--- config.mk ---
export PLATFORM = sky130hd
export DESIGN_NAME = p3s_regs
export DESIGN_NICKNAME = d
export VERILOG_FILES = /design/src/core/p3s_pkg.sv /design/src/core/p3s_otp_load.sv /design/src/core/p3s_regs.sv
export VERILOG_INCLUDE_DIRS = /design/src /design/src/core
export SDC_FILE = /design/constraint.sdc
export NUM_CORES = 1
export LEC_CHECK = 0
export ABC_AREA = 1
export BUFFER_PORTS_ARGS = -buffer_cell sky130_fd_sc_hd__buf_2
export CORE_MARGIN = 2
export CORE_UTILIZATION = 40
export DETAILED_ROUTE_END_ITERATION = 8
export HOLD_SLACK_MARGIN = 0.15
export SLEW_MARGIN = 30
export SYNTH_ARGS = -nofsm -noshare
export SYNTH_HDL_FRONTEND = slang
export SYNTH_SLANG_ARGS = --single-unit
--- constraint.sdc ---
create_clock -name CLK_I -period 1.7 [get_ports CLK_I]
set_clock_uncertainty 0.05 [all_clocks]
set_input_delay 0.255 -clock CLK_I [delete_from_list [all_inputs] [get_ports CLK_I]]
set_output_delay 0.255 -clock CLK_I [all_outputs]
set_load 0.05 [all_outputs]
--- src/core/p3s_defs.svh ---
// Constants for the third-enable-pin select register pair.
// Assumes it is included by bare name from core/ sources.
`ifndef P3S_DEFS_SVH
`define P3S_DEFS_SVH

`define P3S_ADDR_W 8
`define P3S_DATA_W 8
`define P3S_LINREG_W 8
`define P3S_CONV_W 6
`define P3S_ADDR_LINREG 8'h33
`define P3S_ADDR_CONV 8'h34
`define P3S_RST_LINREG 8'h00
`define P3S_RST_CONV 6'h00
`define P3S_RSVD_BITS 2'h0
`define P3S_RD_UNMAPPED 8'h00

`endif

--- src/core/p3s_pkg.sv ---
// Types used by the default loader of the select register pair.
// Assumes no other package.
`default_nettype none
package p3s_pkg;

  typedef enum logic [1:0] {
    P3S_LD_CAPTURE = 2'b00,
    P3S_LD_SETTLE = 2'b01,
    P3S_LD_APPLY = 2'b10,
    P3S_LD_DONE = 2'b11
  } p3s_load_state_t;

endpackage
`default_nettype wire

--- src/core/p3s_otp_load.sv ---
// Default loader: brings the factory-programmed select defaults into the clock
// domain after reset release and issues one load pulse.
// Assumes the one-time memory word is static while the device runs.
`timescale 1ns/1ps
`default_nettype none
`include "p3s_defs.svh"

module p3s_otp_load (
  input wire logic clk_i,
  input wire logic resetn_i,
  input wire logic [`P3S_LINREG_W-1:0] otp_linreg_i,
  input wire logic [`P3S_CONV_W-1:0] otp_conv_i,
  output logic [`P3S_LINREG_W-1:0] def_linreg_o,
  output logic [`P3S_CONV_W-1:0] def_conv_o,
  output logic load_o,
  output logic done_o
);

  p3s_pkg::p3s_load_state_t state_q, state_d;
  logic [`P3S_LINREG_W-1:0] lin_s1_q, lin_s2_q;
  logic [`P3S_CONV_W-1:0] conv_s1_q, conv_s2_q;

  // The fuse word comes from outside this clock, so two flops settle it
  // before the apply state lets anybody read it.
  always_comb begin
    case (state_q)
      p3s_pkg::P3S_LD_CAPTURE: state_d = p3s_pkg::P3S_LD_SETTLE;
      p3s_pkg::P3S_LD_SETTLE: state_d = p3s_pkg::P3S_LD_APPLY;
      p3s_pkg::P3S_LD_APPLY: state_d = p3s_pkg::P3S_LD_DONE;
      p3s_pkg::P3S_LD_DONE: state_d = p3s_pkg::P3S_LD_DONE;
      default: state_d = p3s_pkg::P3S_LD_CAPTURE;
    endcase
  end

  always_ff @(posedge clk_i or negedge resetn_i) begin
    if (!resetn_i) begin
      state_q <= p3s_pkg::P3S_LD_CAPTURE;
      lin_s1_q <= `P3S_RST_LINREG;
      lin_s2_q <= `P3S_RST_LINREG;
      conv_s1_q <= `P3S_RST_CONV;
      conv_s2_q <= `P3S_RST_CONV;
    end else begin
      state_q <= state_d;
      lin_s1_q <= otp_linreg_i;
      lin_s2_q <= lin_s1_q;
      conv_s1_q <= otp_conv_i;
      conv_s2_q <= conv_s1_q;
    end
  end

  assign def_linreg_o = lin_s2_q;
  assign def_conv_o = conv_s2_q;
  assign load_o = (state_q == p3s_pkg::P3S_LD_APPLY);
  assign done_o = (state_q == p3s_pkg::P3S_LD_DONE);

endmodule
`default_nettype wire

--- src/core/p3s_regs.sv ---
// Select register pair for the third enable pin: one register for linear
// regulators 1 to 8, one for the step-down converters and linear regulators 9 and 10.
// Assumes the serial interface decoder drives the access port on CLK_I.
`timescale 1ns/1ps
`default_nettype none
`include "p3s_defs.svh"

module p3s_regs (
  input wire logic CLK_I,
  input wire logic RESETN_I,
  input wire logic [`P3S_ADDR_W-1:0] ADDR_I,
  input wire logic WR_I,
  input wire logic [`P3S_DATA_W-1:0] WDATA_I,
  input wire logic RD_I,
  input wire logic [`P3S_LINREG_W-1:0] OTP_LINREG_I,
  input wire logic [`P3S_CONV_W-1:0] OTP_CONV_I,
  output logic [`P3S_DATA_W-1:0] RDATA_O,
  output logic READY_O,
  output logic [`P3S_LINREG_W-1:0] LINREG_PIN3_SEL_O,
  output logic [`P3S_CONV_W-1:0] CONV_PIN3_SEL_O
);

  // ***********************************************************************
  // Default loading
  // ***********************************************************************

  logic [`P3S_LINREG_W-1:0] def_linreg;
  logic [`P3S_CONV_W-1:0] def_conv;
  logic load;
  logic done;

  // READY_O lags the loader's done flag by one edge, so software that waits
  // for READY_O never meets the window in which writes are dropped.
  p3s_otp_load u_load (
    .clk_i(CLK_I),
    .resetn_i(RESETN_I),
    .otp_linreg_i(OTP_LINREG_I),
    .otp_conv_i(OTP_CONV_I),
    .def_linreg_o(def_linreg),
    .def_conv_o(def_conv),
    .load_o(load),
    .done_o(done)
  );

  // ***********************************************************************
  // Register state
  // ***********************************************************************

  logic [`P3S_LINREG_W-1:0] linreg_q, linreg_d;
  logic [`P3S_CONV_W-1:0] conv_q, conv_d;
  logic [`P3S_DATA_W-1:0] rdata_q, rdata_d;
  logic ready_q, ready_d;

  // The reserved bits are tied off in the read path rather than stored, so
  // no write can ever make them read back as one.
  function automatic logic [`P3S_DATA_W-1:0] read_word(
    input logic [`P3S_ADDR_W-1:0] addr,
    input logic [`P3S_LINREG_W-1:0] lin,
    input logic [`P3S_CONV_W-1:0] conv
  );
    logic [`P3S_DATA_W-1:0] word;
    word = `P3S_RD_UNMAPPED;
    if (addr == `P3S_ADDR_LINREG) begin
      word = lin;
    end else if (addr == `P3S_ADDR_CONV) begin
      word = {`P3S_RSVD_BITS, conv};
    end
    return word;
  endfunction

  // Writes are refused until the defaults have landed, so that the load
  // pulse cannot silently overwrite what software has just written.
  always_comb begin
    linreg_d = linreg_q;
    conv_d = conv_q;
    rdata_d = rdata_q;
    ready_d = done;
    if (load) begin
      linreg_d = def_linreg;
      conv_d = def_conv;
    end else if (done && WR_I) begin
      if (ADDR_I == `P3S_ADDR_LINREG) begin
        linreg_d = WDATA_I;
      end else if (ADDR_I == `P3S_ADDR_CONV) begin
        conv_d = WDATA_I[`P3S_CONV_W-1:0];
      end
    end
    if (RD_I) begin
      rdata_d = read_word(ADDR_I, linreg_q, conv_q);
    end
  end

  always_ff @(posedge CLK_I or negedge RESETN_I) begin
    if (!RESETN_I) begin
      linreg_q <= `P3S_RST_LINREG;
      conv_q <= `P3S_RST_CONV;
      rdata_q <= `P3S_RD_UNMAPPED;
      ready_q <= 1'b0;
    end else begin
      linreg_q <= linreg_d;
      conv_q <= conv_d;
      rdata_q <= rdata_d;
      ready_q <= ready_d;
    end
  end

  // ***********************************************************************
  // Outputs
  // ***********************************************************************

  assign LINREG_PIN3_SEL_O = linreg_q;
  assign CONV_PIN3_SEL_O = conv_q;
  assign RDATA_O = rdata_q;
  assign READY_O = ready_q;

  // ***********************************************************************
  // Checks
  // ***********************************************************************

  a_write_linreg_sel: assert property (
    @(posedge CLK_I) disable iff (!RESETN_I)
    (done && !load && WR_I && ADDR_I == `P3S_ADDR_LINREG)
      |=> (LINREG_PIN3_SEL_O == $past(WDATA_I)) && $stable(CONV_PIN3_SEL_O))
    else $error("Linear regulator select write did not land.");

  a_write_conv_sel: assert property (
    @(posedge CLK_I) disable iff (!RESETN_I)
    (done && !load && WR_I && ADDR_I == `P3S_ADDR_CONV)
      |=> (CONV_PIN3_SEL_O == $past(WDATA_I[`P3S_CONV_W-1:0])) && $stable(LINREG_PIN3_SEL_O))
    else $error("Converter select write did not land.");

  a_rsvd_read_zero: assert property (
    @(posedge CLK_I) disable iff (!RESETN_I)
    (RD_I && ADDR_I == `P3S_ADDR_CONV)
      |=> RDATA_O == {`P3S_RSVD_BITS, $past(conv_q)})
    else $error("Converter select read returned wrong or nonzero reserved bits.");

  a_reset_defaults: assert property (
    @(posedge CLK_I) disable iff (!RESETN_I)
    (!done && !load) |-> (linreg_q == `P3S_RST_LINREG && conv_q == `P3S_RST_CONV && !READY_O))
    else $error("Select registers left their reset contents before loading.");

  a_otp_apply: assert property (
    @(posedge CLK_I) disable iff (!RESETN_I)
    load |=> (linreg_q == $past(def_linreg) && conv_q == $past(def_conv)) ##1 READY_O)
    else $error("Factory defaults were not applied before ready.");

  a_hold_idle: assert property (
    @(posedge CLK_I) disable iff (!RESETN_I)
    (!load && !WR_I) |=> ($stable(linreg_q) && $stable(conv_q)))
    else $error("Select registers changed without a write or load.");

  a_early_write_drop: assert property (
    @(posedge CLK_I) disable iff (!RESETN_I)
    (!done && !load && WR_I)
      |=> ($stable(LINREG_PIN3_SEL_O) && $stable(CONV_PIN3_SEL_O)))
    else $error("A write landed before the defaults were loaded.");

  a_unmapped_write: assert property (
    @(posedge CLK_I) disable iff (!RESETN_I)
    (WR_I && ADDR_I != `P3S_ADDR_LINREG && ADDR_I != `P3S_ADDR_CONV && !load)
      |=> ($stable(LINREG_PIN3_SEL_O) && $stable(CONV_PIN3_SEL_O)))
    else $error("A write to an unmapped address changed a select register.");

  a_load_pulse_once: assert property (
    @(posedge CLK_I) disable iff (!RESETN_I)
    load |=> !load)
    else $error("Default load pulse lasted more than one cycle.");

  a_ready_waits_done: assert property (
    @(posedge CLK_I) disable iff (!RESETN_I)
    !done |=> !READY_O)
    else $error("Ready rose before the defaults were loaded.");

  a_ready_after_load: assert property (
    @(posedge CLK_I) disable iff (!RESETN_I)
    $rose(READY_O) |-> $past(load, 2))
    else $error("Ready rose without a default load two cycles earlier.");

  a_ready_stays: assert property (
    @(posedge CLK_I) disable iff (!RESETN_I)
    READY_O |=> READY_O)
    else $error("Ready dropped without a reset.");

  // ***********************************************************************
  // Read path checks
  // ***********************************************************************

  a_lin_read_back: assert property (
    @(posedge CLK_I) disable iff (!RESETN_I)
    (RD_I && ADDR_I == `P3S_ADDR_LINREG)
      |=> RDATA_O == $past(LINREG_PIN3_SEL_O))
    else $error("Linear regulator select read returned the wrong byte.");

  a_rsvd_bits_low: assert property (
    @(posedge CLK_I) disable iff (!RESETN_I)
    (RD_I && ADDR_I == `P3S_ADDR_CONV)
      |=> RDATA_O[`P3S_DATA_W-1:`P3S_CONV_W] == `P3S_RSVD_BITS)
    else $error("Reserved bits of the converter select read back nonzero.");

  a_rdata_hold: assert property (
    @(posedge CLK_I) disable iff (!RESETN_I)
    !RD_I |=> $stable(RDATA_O))
    else $error("Read data changed without a read strobe.");

  a_unmapped_read: assert property (
    @(posedge CLK_I) disable iff (!RESETN_I)
    (RD_I && ADDR_I != `P3S_ADDR_LINREG && ADDR_I != `P3S_ADDR_CONV)
      |=> RDATA_O == `P3S_RD_UNMAPPED)
    else $error("Unmapped read did not return zero.");

endmodule
`default_nettype wire

==> flow_summary.toml <==
[critical_path]
crit_slowest_cell = "dfrtp_1"
path_max_fanout = 7
ff2ff_setup_slack_ps = 380
crit_required_ps = 1840
cp-end-kind = "flip-flop"
crit_arrival_ps = 1460
reg2reg_depth = 5
crit_chain = "nand2_1, inv_1, nand3_1, nand3_1, nand2_1"
regToRegStartpoint = "u_load.state_q[1]"
slowest_delay_ps = 560
start_kind = "flip-flop"
crit_type = "flip-flop to flip-flop"
timing.rr.end = "CONV_PIN3_SEL_O[5]"

[clocking]
clk_pin_slew_ps = 90
cts_buffer_depth = 2
cts_root_buf = "clkbuf_8"
cts_tree = "yes"
cts_buffers = 5
cts_resized = 0
htree_num_levels = 2
clkLatencyLatePin_ps = 290
cts_setup_buffers = 0
cts_hold_buf = 15
clock-sinks = 53

[sta]
period_share_pct = 77.4
setup_violations = 0
postLayoutSetupSlackWorst_ps = 385
finalSetupTns_ps = 0
tightest_slew_ps = 346
fmax_mhz = 760
relSlewSlack_pct = 77.0
hold_violations = 0
slew_viol_final = 0
grt_setup_unrepaired = "false"
post-route-min-period_ps = 1320

[floorplanning]
die_x_microns = 77.1
core_sq_um = 5140
initial_core_util_pct = 41.6
die_h_microns = 77.1
row_count = 26
ioPinCount = 57
die_area_sq_um = 5940

[routing]
via_count = 1582
antenna_left = 0
drt-total-wl_mm = 3.94
dr.pass1.iters = 4
wl_per_cell_microns = 11.0
via_per_inst = 4.43
drtIter0Drc = 90
drc_errors = 0

[placement]
place_hpwl_mm = 2.80
io_buffers = 56
gp_congestion = 0.750
dp_slack_ps = 395

[yosys]
synthTopCellsByArea = "dfrtp_1 (62%), nand3_1 (13%), nand2_1 (13%)"
ys.flop_type = "dfrtp_1"
syn-cell-area_sq_um = 2140
synth-seq-cells = 53
avgSynthCellArea_sq_um = 9.99
yosys_warnings = 0
synth_area_leader_cell = "dfrtp_1"
synth_top_cell_area_share_pct = 62.1
synth_edf_count = 0
synth.distinct_cells = 17
yosysMostFrequentCell = "nand2_1"
async_flop_share_pct = 100
ys_seq_area_share_pct = 62.1
synthesis.nets = 248
synthTopCellsByCount = "nand2_1 (72), nand3_1 (55), dfrtp_1 (53), inv_1 (8), nand2_2 (5)"
synthCells = 214

[global_route]
grt.overflow.total = 0
track_usage_pct = 13.7
antenna_found_initial = 0
grt_pass1_vias = 1455
grt_max_degree = 54
grt_pass1_wl_mm = 6.56

[pwr]
leakage_nw = 1.43
pwr_density_cell_nw_per_um2 = 890
irDropWorstVdd_v = 0.000624

[finish]
layout-drive-gt1-share_pct = 28.6
diodes = 0
fin_nets = 320
synthToLayoutAreaGrowth_pct = 26.3
fillers = 493

[worst_hold_path]
min_from = "RD_I"
hold_class = "primary input to flip-flop"
holdPathEnd = "RDATA_O[4]"
holdPathStages = 3

[run_status]
outcome = "completed"

[run]
max-cap-violations = 0
==> final cells by class <==
cell class,instances,area [sq um],share of cell area (%)
inverter,11,43.8,1.62
sequential,53,1330,49.1
tap,70,87.6,3.25
clock buffer,5,68.8,2.55
timing repair buffer,73,458,17.0
multi-input combinational,142,693,25.7
clock inverter,3,21.3,0.788
==> worst max-delay path: cells and delay by family, from the launching register on <==
family / cells / cell delay [ps]
flip-flops: 1 / 560
AND/OR/NAND/NOR: 4 / 490
buffers and inverters: 1 / 100
==> cell usage in the layout (no fill, tap or decap), types with 2 or more instances in the layout <==
cell type	Yosys	layout
nand2_1	72	72
buf_2	2	56
nand3_1	55	55
dfrtp_1	53	53
dlygate4sd3_1	0	15
inv_1	8	8
nand2_2	5	5
clkbuf_8	0	5
nor2_4	4	4
inv_2	2	2
o21ai_0	2	2
==> routing by layer <==
metal | up-vias | wire [microns] | track usage (%)
met5 | - | 0 | 0
met4 | 0 | 17 | 3.75
met3 | 2 | 223 | 3.29
met2 | 45 | 1860 | 22.6
met1 | 708 | 1850 | 18.1
li1 | 827 | - | -
==> flip-flops by register name, summed over array words and instances, names as in the netlist <==
register and count:
CONV_PIN3_SEL_O 6, LINREG_PIN3_SEL_O 8, RDATA_O 8, READY_O 1
u_load.conv_s1_q 6, u_load.def_conv_o 6, u_load.def_linreg_o 8, u_load.lin_s1_q 8
u_load.state_q 2
==> power breakdown <==
group | internal, W | total (W) | switching (W) | leakage [nW]
logic | 0.000110 | 0.000346 | 0.000236 | 0.753
registers | 0.00133 | 0.00137 | 0.0000404 | 0.629
clock network | 0.000292 | 0.000686 | 0.000394 | 0.0445
==> stage by stage <==
stage                     power, W  hold WS, ps  std cells  area (sq um)  utilization [%]
after floorplan            0.00159        -90.6        214          2140                -
after global placement     0.00172          218        334          2460             47.8
after detailed placement   0.00172          216        334          2460             47.8
after CTS                  0.00243          202        357          2700             52.5
after global routing       0.00252          211        357          2700             52.5
final                      0.00240          208        357          2700             52.5
==> worst max-delay path by stage <==
stage | start | end | slack, ps | cells after the start
2_1_floorplan | u_load.state_q[0] | CONV_PIN3_SEL_O[3] | 590 | 7
3_3_place_gp | u_load.state_q[1] | CONV_PIN3_SEL_O[1] | 400 | 5
3_5_place_dp | ADDR_I[6] | CONV_PIN3_SEL_O[1] | 390 | 7
4_1_cts | u_load.state_q[1] | CONV_PIN3_SEL_O[5] | 380 | 5
5_1_grt | u_load.state_q[1] | CONV_PIN3_SEL_O[3] | 280 | 5
6_report | u_load.state_q[1] | CONV_PIN3_SEL_O[5] | 380 | 5
==> cells by family (layout without fill, tap and decap cells) <==
logic type / Yosys count / in the layout / share of synthesized area, %
AO/OA/AOI/OAI: 2 / 2 / 0.468
buffers and inverters: 19 / 92 / 5.50
flip-flops: 53 / 53 / 62.1
AND/OR/NAND/NOR: 140 / 140 / 32.0
(Power assumes the default switching activity.)
